--- src/hdl/genlock_cfg.svh ---
// Offsets, field positions, reset values and bus constants of the control-source block.
// Assumes inclusion by bare name from files under hdl/.
`ifndef GENLOCK_CFG_SVH
`define GENLOCK_CFG_SVH

// --------------------------------------------------
// Register offsets
// --------------------------------------------------
`define GCS_OFF_SOURCE 8'h00
`define GCS_OFF_STATUS 8'h01
`define GCS_OFF_OVERRIDE 8'h02
`define GCS_OFF_INIT 8'h0A

// --------------------------------------------------
// Field positions
// --------------------------------------------------
`define GCS_BIT_REF_SRC 0
`define GCS_BIT_MODE_SRC 1
`define GCS_BIT_REF_VAL 2
`define GCS_BIT_MODE_VAL 3
`define GCS_BIT_REPURPOSE 0
`define GCS_BIT_FALLBACK 1
`define GCS_BIT_INIT 0

// --------------------------------------------------
// Reset values
// --------------------------------------------------
`define GCS_RST_SOURCE 8'h03
`define GCS_RST_OVERRIDE 8'h02
`define GCS_RST_INIT 8'h00

// --------------------------------------------------
// Serial bus
// --------------------------------------------------
`define GCS_DEV_ADDR 7'h2D
`define GCS_BITS_PER_BYTE 4'h8

`endif

--- src/hdl/genlock_pkg.sv ---
// Types shared by the control-source block.
// Assumes nothing beyond a SystemVerilog compiler.
`default_nettype none
package genlock_pkg;

  typedef enum logic [3:0] {
    BUS_IDLE, BUS_ADDR, BUS_ACK_ADDR, BUS_PTR, BUS_ACK_DATA, BUS_WRITE, BUS_READ, BUS_READ_ACK
  } bus_state_type;

  // Pin order of the synchroniser vector
  typedef struct packed {
    logic scl;
    logic sda;
    logic refSelPin;
    logic modePin;
    logic refLost;
  } pins_type;

  // Routed results
  typedef struct packed {
    logic refSelect;
    logic genlockMode;
    logic freerunActive;
    logic outputInit;
  } route_type;

endpackage

`default_nettype wire

--- src/hdl/genlock_control_source_select.sv ---
// Control-source selection for a genlock clock generator, with its serial register port.
// Assumes one 100 MHz core clock and pins asynchronous to it; the bus pull-up is external.
`timescale 1ns/1ps
`include "genlock_cfg.svh"
`default_nettype none

module genlock_control_source_select (
  input wire logic core_clk,
  input wire logic rst_n,
  input wire logic sclIn,
  input wire logic sdaIn,
  output logic sdaOut,
  output logic sdaOe,
  input wire logic refSelPin,
  input wire logic modePin,
  input wire logic refLost,
  output logic refSelect,
  output logic genlockMode,
  output logic freerunActive,
  output logic outputInit
);

  // --------------------------------------------------
  // Pin synchronisers
  // --------------------------------------------------
  genlock_pkg::pins_type raw, s1_r, s2_r, s3_r, pinF_r, pinF_nxt, pinP_r;
  assign raw = '{scl: sclIn, sda: sdaIn, refSelPin: refSelPin, modePin: modePin,
                 refLost: refLost};

  // Glitch guard: a level counts only once two late stages agree
  genvar gi;
  generate
    for (gi = 0; gi < 5; gi++) begin : g_filt
      assign pinF_nxt[gi] = (s2_r[gi] == s3_r[gi]) ? s2_r[gi] : pinF_r[gi];
    end
  endgenerate

  always_ff @(posedge core_clk or negedge rst_n) begin
    if (!rst_n) begin
      s1_r <= '1;
      s2_r <= '1;
      s3_r <= '1;
      pinF_r <= '1;
      pinP_r <= '1;
    end else begin
      s1_r <= raw;
      s2_r <= s1_r;
      s3_r <= s2_r;
      pinF_r <= pinF_nxt;
      pinP_r <= pinF_r;
    end
  end

  logic sclRise, sclFall, busStart, busStop;
  assign sclRise = pinF_r.scl & ~pinP_r.scl;
  assign sclFall = ~pinF_r.scl & pinP_r.scl;
  assign busStart = pinF_r.scl & pinP_r.scl & pinP_r.sda & ~pinF_r.sda;
  assign busStop = pinF_r.scl & pinP_r.scl & ~pinP_r.sda & pinF_r.sda;

  // --------------------------------------------------
  // Serial register port
  // --------------------------------------------------
  genlock_pkg::bus_state_type state_r, state_nxt;
  logic [3:0] cnt_r, cnt_nxt;
  logic [7:0] shift_r, shift_nxt, tx_r, tx_nxt, ptr_r, ptr_nxt;
  logic [7:0] srcReg_r, srcReg_nxt, ovrReg_r, ovrReg_nxt, initReg_r, initReg_nxt;
  logic rw_r, rw_nxt, oe_r, oe_nxt;
  genlock_pkg::route_type route_r, route_nxt;

  function automatic logic [7:0] readReg(input logic [7:0] a, input logic [7:0] s,
                                         input logic [7:0] o, input logic [7:0] i,
                                         input genlock_pkg::route_type r);
    case (a)
      `GCS_OFF_SOURCE: readReg = s;
      `GCS_OFF_STATUS: readReg = {4'h0, r};
      `GCS_OFF_OVERRIDE: readReg = o;
      `GCS_OFF_INIT: readReg = i;
      default: readReg = 8'h00;
    endcase
  endfunction

  always_comb begin
    state_nxt = state_r;
    cnt_nxt = cnt_r;
    shift_nxt = shift_r;
    tx_nxt = tx_r;
    ptr_nxt = ptr_r;
    rw_nxt = rw_r;
    oe_nxt = oe_r;
    srcReg_nxt = srcReg_r;
    ovrReg_nxt = ovrReg_r;
    initReg_nxt = initReg_r;
    if (sclRise) begin
      shift_nxt = {shift_r[6:0], pinF_r.sda};
      cnt_nxt = cnt_r + 4'h1;
    end
    if (busStart) begin
      state_nxt = genlock_pkg::BUS_ADDR;
      cnt_nxt = 4'h0;
      oe_nxt = 1'b0;
    end else if (busStop) begin
      state_nxt = genlock_pkg::BUS_IDLE;
      oe_nxt = 1'b0;
    end else begin
      case (state_r)
        genlock_pkg::BUS_ADDR: begin
          if (sclFall && cnt_r == `GCS_BITS_PER_BYTE) begin
            if (shift_r[7:1] == `GCS_DEV_ADDR) begin
              oe_nxt = 1'b1;
              rw_nxt = shift_r[0];
              state_nxt = genlock_pkg::BUS_ACK_ADDR;
            end else begin
              state_nxt = genlock_pkg::BUS_IDLE;
            end
          end
        end
        genlock_pkg::BUS_ACK_ADDR: begin
          if (sclFall) begin
            cnt_nxt = 4'h0;
            if (rw_r) begin
              tx_nxt = readReg(ptr_r, srcReg_r, ovrReg_r, initReg_r, route_r);
              oe_nxt = ~tx_nxt[7];
              state_nxt = genlock_pkg::BUS_READ;
            end else begin
              oe_nxt = 1'b0;
              state_nxt = genlock_pkg::BUS_PTR;
            end
          end
        end
        genlock_pkg::BUS_PTR: begin
          if (sclFall && cnt_r == `GCS_BITS_PER_BYTE) begin
            ptr_nxt = shift_r;
            oe_nxt = 1'b1;
            state_nxt = genlock_pkg::BUS_ACK_DATA;
          end
        end
        genlock_pkg::BUS_ACK_DATA: begin
          if (sclFall) begin
            oe_nxt = 1'b0;
            cnt_nxt = 4'h0;
            state_nxt = genlock_pkg::BUS_WRITE;
          end
        end
        genlock_pkg::BUS_WRITE: begin
          if (sclFall && cnt_r == `GCS_BITS_PER_BYTE) begin
            case (ptr_r)
              `GCS_OFF_SOURCE: srcReg_nxt = shift_r;
              `GCS_OFF_OVERRIDE: ovrReg_nxt = shift_r;
              `GCS_OFF_INIT: initReg_nxt = shift_r;
              default: ;
            endcase
            ptr_nxt = ptr_r + 8'h01;
            oe_nxt = 1'b1;
            state_nxt = genlock_pkg::BUS_ACK_DATA;
          end
        end
        genlock_pkg::BUS_READ: begin
          if (sclFall) begin
            if (cnt_r == `GCS_BITS_PER_BYTE) begin
              oe_nxt = 1'b0;
              state_nxt = genlock_pkg::BUS_READ_ACK;
            end else begin
              oe_nxt = ~tx_r[3'(4'h7 - cnt_r)];
            end
          end
        end
        genlock_pkg::BUS_READ_ACK: begin
          if (sclRise) begin
            if (pinF_r.sda) begin
              state_nxt = genlock_pkg::BUS_IDLE;
            end else begin
              ptr_nxt = ptr_r + 8'h01;
            end
          end else if (sclFall) begin
            cnt_nxt = 4'h0;
            tx_nxt = readReg(ptr_r, srcReg_r, ovrReg_r, initReg_r, route_r);
            oe_nxt = ~tx_nxt[7];
            state_nxt = genlock_pkg::BUS_READ;
          end
        end
        default: begin
          oe_nxt = 1'b0;
        end
      endcase
    end
  end

  // --------------------------------------------------
  // Source routing
  // --------------------------------------------------
  logic repurpose, refByReg, modeByReg, wantGenlock, dropToFree;
  assign repurpose = ovrReg_r[`GCS_BIT_REPURPOSE];
  // Repurposed pin cannot select, so the register always does
  assign refByReg = srcReg_r[`GCS_BIT_REF_SRC] | repurpose;
  assign modeByReg = srcReg_r[`GCS_BIT_MODE_SRC];
  assign wantGenlock = modeByReg ? srcReg_r[`GCS_BIT_MODE_VAL] : pinF_r.modePin;
  assign dropToFree = ovrReg_r[`GCS_BIT_FALLBACK] & pinF_r.refLost;

  // Pure mux on live values: changing a source bit takes effect next edge
  always_comb begin
    route_nxt.refSelect = refByReg ? srcReg_r[`GCS_BIT_REF_VAL] : pinF_r.refSelPin;
    route_nxt.genlockMode = wantGenlock & ~dropToFree;
    route_nxt.freerunActive = ~(wantGenlock & ~dropToFree);
    route_nxt.outputInit = repurpose ? pinF_r.refSelPin
                                     : initReg_r[`GCS_BIT_INIT];
  end

  always_ff @(posedge core_clk or negedge rst_n) begin
    if (!rst_n) begin
      state_r <= genlock_pkg::BUS_IDLE;
      cnt_r <= 4'h0;
      shift_r <= 8'h00;
      tx_r <= 8'h00;
      ptr_r <= 8'h00;
      rw_r <= 1'b0;
      oe_r <= 1'b0;
      srcReg_r <= `GCS_RST_SOURCE;
      ovrReg_r <= `GCS_RST_OVERRIDE;
      initReg_r <= `GCS_RST_INIT;
      route_r <= '0;
    end else begin
      state_r <= state_nxt;
      cnt_r <= cnt_nxt;
      shift_r <= shift_nxt;
      tx_r <= tx_nxt;
      ptr_r <= ptr_nxt;
      rw_r <= rw_nxt;
      oe_r <= oe_nxt;
      srcReg_r <= srcReg_nxt;
      ovrReg_r <= ovrReg_nxt;
      initReg_r <= initReg_nxt;
      route_r <= route_nxt;
    end
  end

  // Open drain: only ever pulls low
  assign sdaOut = 1'b0;
  assign sdaOe = oe_r;
  assign refSelect = route_r.refSelect;
  assign genlockMode = route_r.genlockMode;
  assign freerunActive = route_r.freerunActive;
  assign outputInit = route_r.outputInit;
endmodule // genlock_control_source_select

`default_nettype wire

--- config.mk ---
export PLATFORM = sky130hd
export DESIGN_NAME = genlock_control_source_select
export DESIGN_NICKNAME = d
export VERILOG_FILES = /design/src/hdl/genlock_pkg.sv /design/src/hdl/genlock_control_source_select.sv
export VERILOG_INCLUDE_DIRS = /design/src /design/src/hdl
export SDC_FILE = /design/constraint.sdc
export NUM_CORES = 1
export LEC_CHECK = 0
export BUFFER_PORTS_ARGS = -buffer_cell sky130_fd_sc_hd__buf_2
export CORE_UTILIZATION = 60
export DETAILED_ROUTE_END_ITERATION = 16
export GPL_ROUTABILITY_DRIVEN = 0
export PLACE_DENSITY_LB_ADDON = 0.12
export REMOVE_ABC_BUFFERS = 1
export SLEW_MARGIN = 20
export SYNTH_ARGS = -nofsm -noshare
export SYNTH_HDL_FRONTEND = slang
export SYNTH_SLANG_ARGS = --single-unit
--- constraint.sdc ---
create_clock -name core_clk -period 2.2 [get_ports core_clk]
set_input_delay 0.22 -clock core_clk [delete_from_list [all_inputs] [get_ports core_clk]]
set_output_delay 0.22 -clock core_clk [all_outputs]
set_load 0.005 [all_outputs]
==> results.json <==
{
  "status": "complete, no violations",
  "r2r_cells": 8,
  "initial_core_util": 0.625,
  "cts.sinks": 83,
  "wl_um": 8240,
  "drc_errors": 0,
  "max_cap_viol_count": 0,
  "slew_headroom": 0.589,
  "setup_viol": 0,
  "syn_area_per_cell_um2": 11.4,
  "die_y_um": 83.6,
  "endpoint": "state_r[2]$_DFFE_PN0P_",
  "r2r_slack_ns": 0.07,
  "grt_pass1_vias": 2762,
  "track_usage": 0.254,
  "p_per_area_nw_per_um2": 751,
  "hp-class": "register to register",
  "synth_async_sr_flop_share": 1.00,
  "layout.nets": 394,
  "dpl.hpwl_um": 5600,
  "pin_count": 13,
  "dp_slack_ns": 0.0763,
  "synthFlopType": "dfrtp_1",
  "synth_seq_cells": 83,
  "p_comb_frac": 0.137,
  "fillers": 490,
  "drt_iter0_markers": 149,
  "rsz0062_at_grt": "yes",
  "synth_area_leaders": "dfrtp_1 (36%), dfstp_2 (16%), mux2_2 (9.9%)",
  "slowest_delay_ns": 0.58,
  "cts-root-buf": "clkbuf_8",
  "hold_viol_final": 0,
  "syn_inst": 349,
  "synth_edf_count": 0,
  "antenna_found_initial": 0,
  "synth_area_leader_cell": "dfrtp_1",
  "max_slew.worst_pin.slew_ns": 0.617,
  "tritoncts": "done",
  "synth.cell_area_um2": 3990,
  "total_power_w": 0.00336,
  "final_cell_mix": "dfrtp_1 (58), mux2_2 (35), nand2_1 (27), dfstp_2 (25)",
  "seq_area_um2": 2110,
  "dpl_cell_area_um2": 4220,
  "synth_cell_type_count": 58,
  "seqPwrFrac": 0.566,
  "wl_per_cell_um": 17.9,
  "port_buffers": 11,
  "slew_violations": 0,
  "crit_type": "register to register",
  "num_vias": 2832,
  "timing.final.ws_setup_ns": 0.0746,
  "cp_slowest_cell": "dfstp_2",
  "firstDrtPassIters": 5,
  "cts_inserted_buffers": 9,
  "core_area_um2": 6390,
  "r2r_start": "pinF_r[4]$_DFFE_PN1N_",
  "grt_max_degree": 53,
  "clk_latency_ns": 0.35,
  "fin_skew_ns": 0.00453,
  "final_common_cell": "dfrtp_1",
  "gr-total-overflow": 0,
  "fin_crit_ns": 2.13,
  "layout-drive-gt1-share": 0.308,
  "ir_drop_mv": 0.675,
  "vias_per_cell": 6.16,
  "leakagePower_nw": 2.00,
  "worstPathArrival_ns": 2.36,
  "power_switching_share": 0.304,
  "ys_warn_count": 0,
  "grt_first_pass_wirelength_um": 13700,
  "fp.dieW_um": 83.6,
  "ys_seq_area_frac": 0.528,
  "final_util": 0.700,
  "syn_to_final_growth_pct": 11.9,
  "power_switching_w": 0.00102,
  "multiInputGateArea_um2": 1760,
  "row_count": 29,
  "cp-start-kind": "register",
  "crit_chain": "inv_1 -> ha_1 -> buf_4 -> or3b_2 -> a21boi_0 -> a211oi_1 -> mux2i_1 -> a21oi_1",
  "r2r-end": "state_r[2]$_DFFE_PN0P_",
  "p_int_w": 0.00234,
  "end_kind": "register",
  "clkTransAtPathRegs_ns": 0.09,
  "finalCritPeriodShare": 0.966,
  "detail-route-antenna-nets": 0,
  "final.setup.tns_ns": 0,
  "fin_area_um2": 4470,
  "diodes": 0,
  "dieArea_um2": 6990,
  "fmax_mhz": 470,
  "crit_path_max_fanout": 5,
  "cp.required_ns": 2.44,
  "cp-startpoint": "pinF_r[4]$_DFFE_PN1N_",
  "htreeDepth": 3,
  "yosysTopAreaCellShare": 0.363,
  "pwr-share-clk": 0.297,
  "clockBufferDepth": 2
}
-- flip-flops by register name, summed over array words and instances, names as in the netlist --
register and flops:
initReg_r 8, ovrReg_r 8, ptr_r 8, shift_r 8
srcReg_r 8, tx_r 8, pinF_r 5, s1_r 5
s2_r 5, s3_r 5, cnt_r 4, state_r 3
pinP_r 2, freerunActive 1, genlockMode 1, outputInit 1
refSelect 1, rw_r 1, sdaOe 1
-- power by group through the flow --
stage,logic (W),clock network [W],registers (W)
floorplan,0.000266,0,0.00184
global placement,0.000438,0,0.00192
detailed placement,0.000451,0,0.00193
CTS,0.000462,0.00104,0.00190
global route,0.000506,0.00108,0.00192
finish,0.000459,0.000999,0.00190
-- per-stage QoR --
step / instances / hold WS [ns]
finish: 460 / 0.360
global route: 460 / 0.362
CTS: 459 / 0.358
detailed placement: 437 / 0.199
global placement: 437 / 0.192
floorplan: 329 / -0.0756
-- cells by family after synthesis --
logic type | Yosys count | synth area share
compound gates | 76 | 0.130
xor+xnor | 3 | 0.00658
fa+ha+maj | 15 | 0.0432
buf+inv | 30 | 0.0316
flops | 83 | 0.528
mux | 40 | 0.117
other cells | 1 | 0.000939
simple gates | 101 | 0.142
-- synth_stat cells, types with 3 or more instances --
master	instances
a211oi_1	3
a21boi_0	4
a21oi_1	16
a221oi_1	3
a222oi_1	4
a22o_1	4
a31oi_1	7
and4_1	5
clkbuf_1	14
dfrtp_1	58
dfstp_2	25
ha_1	9
inv_1	10
maj3_1	6
mux2_2	35
mux2i_1	3
nand2_1	27
nand2b_1	6
nand3_1	10
nand3b_1	3
nand4_1	5
nor2_1	22
nor3_1	3
nor3b_1	4
o211ai_1	3
o21a_1	4
o21ai_0	11
o31ai_1	4
-- per-layer routing --
layer,GRT usage,wire [um]
met5,0,0
met4,0.0894,112
met3,0.0465,381
met1,0.341,3670
met2,0.417,4080
-- cell type report --
cell class | instances | area share
Sequential cell | 83 | 0.472
Inverter | 10 | 0.00840
Clock inverter | 6 | 0.0109
Tap cell | 77 | 0.0216
Clock buffer | 10 | 0.0286
Timing Repair Buffer | 38 | 0.0644
Multi-Input combinational cell | 236 | 0.394
-- worst min path at each step --
stage,to,cells past startpoint,start
after floorplan,cnt_r[0]$_DFF_PN0_,0,rst_n
after global placement,cnt_r[1]$_DFF_PN0_,1,rst_n
after detailed placement,cnt_r[0]$_DFF_PN0_,1,rst_n
after CTS,cnt_r[0]$_DFF_PN0_,2,rst_n
after global routing,s2_r[1]$_DFF_PN1_,0,s1_r[1]$_DFF_PN1_
final,s2_r[3]$_DFF_PN1_,0,s1_r[3]$_DFF_PN1_
-- worst max-delay path: cells and delay by family (launching register included) --
family | cells | cell delay, ns
AOI/OAI and AO/OA | 3 | 0.54
buffers and inverters | 2 | 0.22
adders and majority gates | 1 | 0.25
DFF | 1 | 0.58
muxes | 1 | 0.25
and+or+nand+nor | 1 | 0.17
-- repair_timing --
| action | in CTS | in global routing |
|---|---|---|
| endpoints found under the hold margin | 30 | 0 |
| gates resized for setup | 0 | 2 |
| setup endpoints to repair | 0 | 15 |
| buffers inserted | 0 | 1 |
| hold buffers | 6 | 0 |
Power figures use the tool's default switching activity.
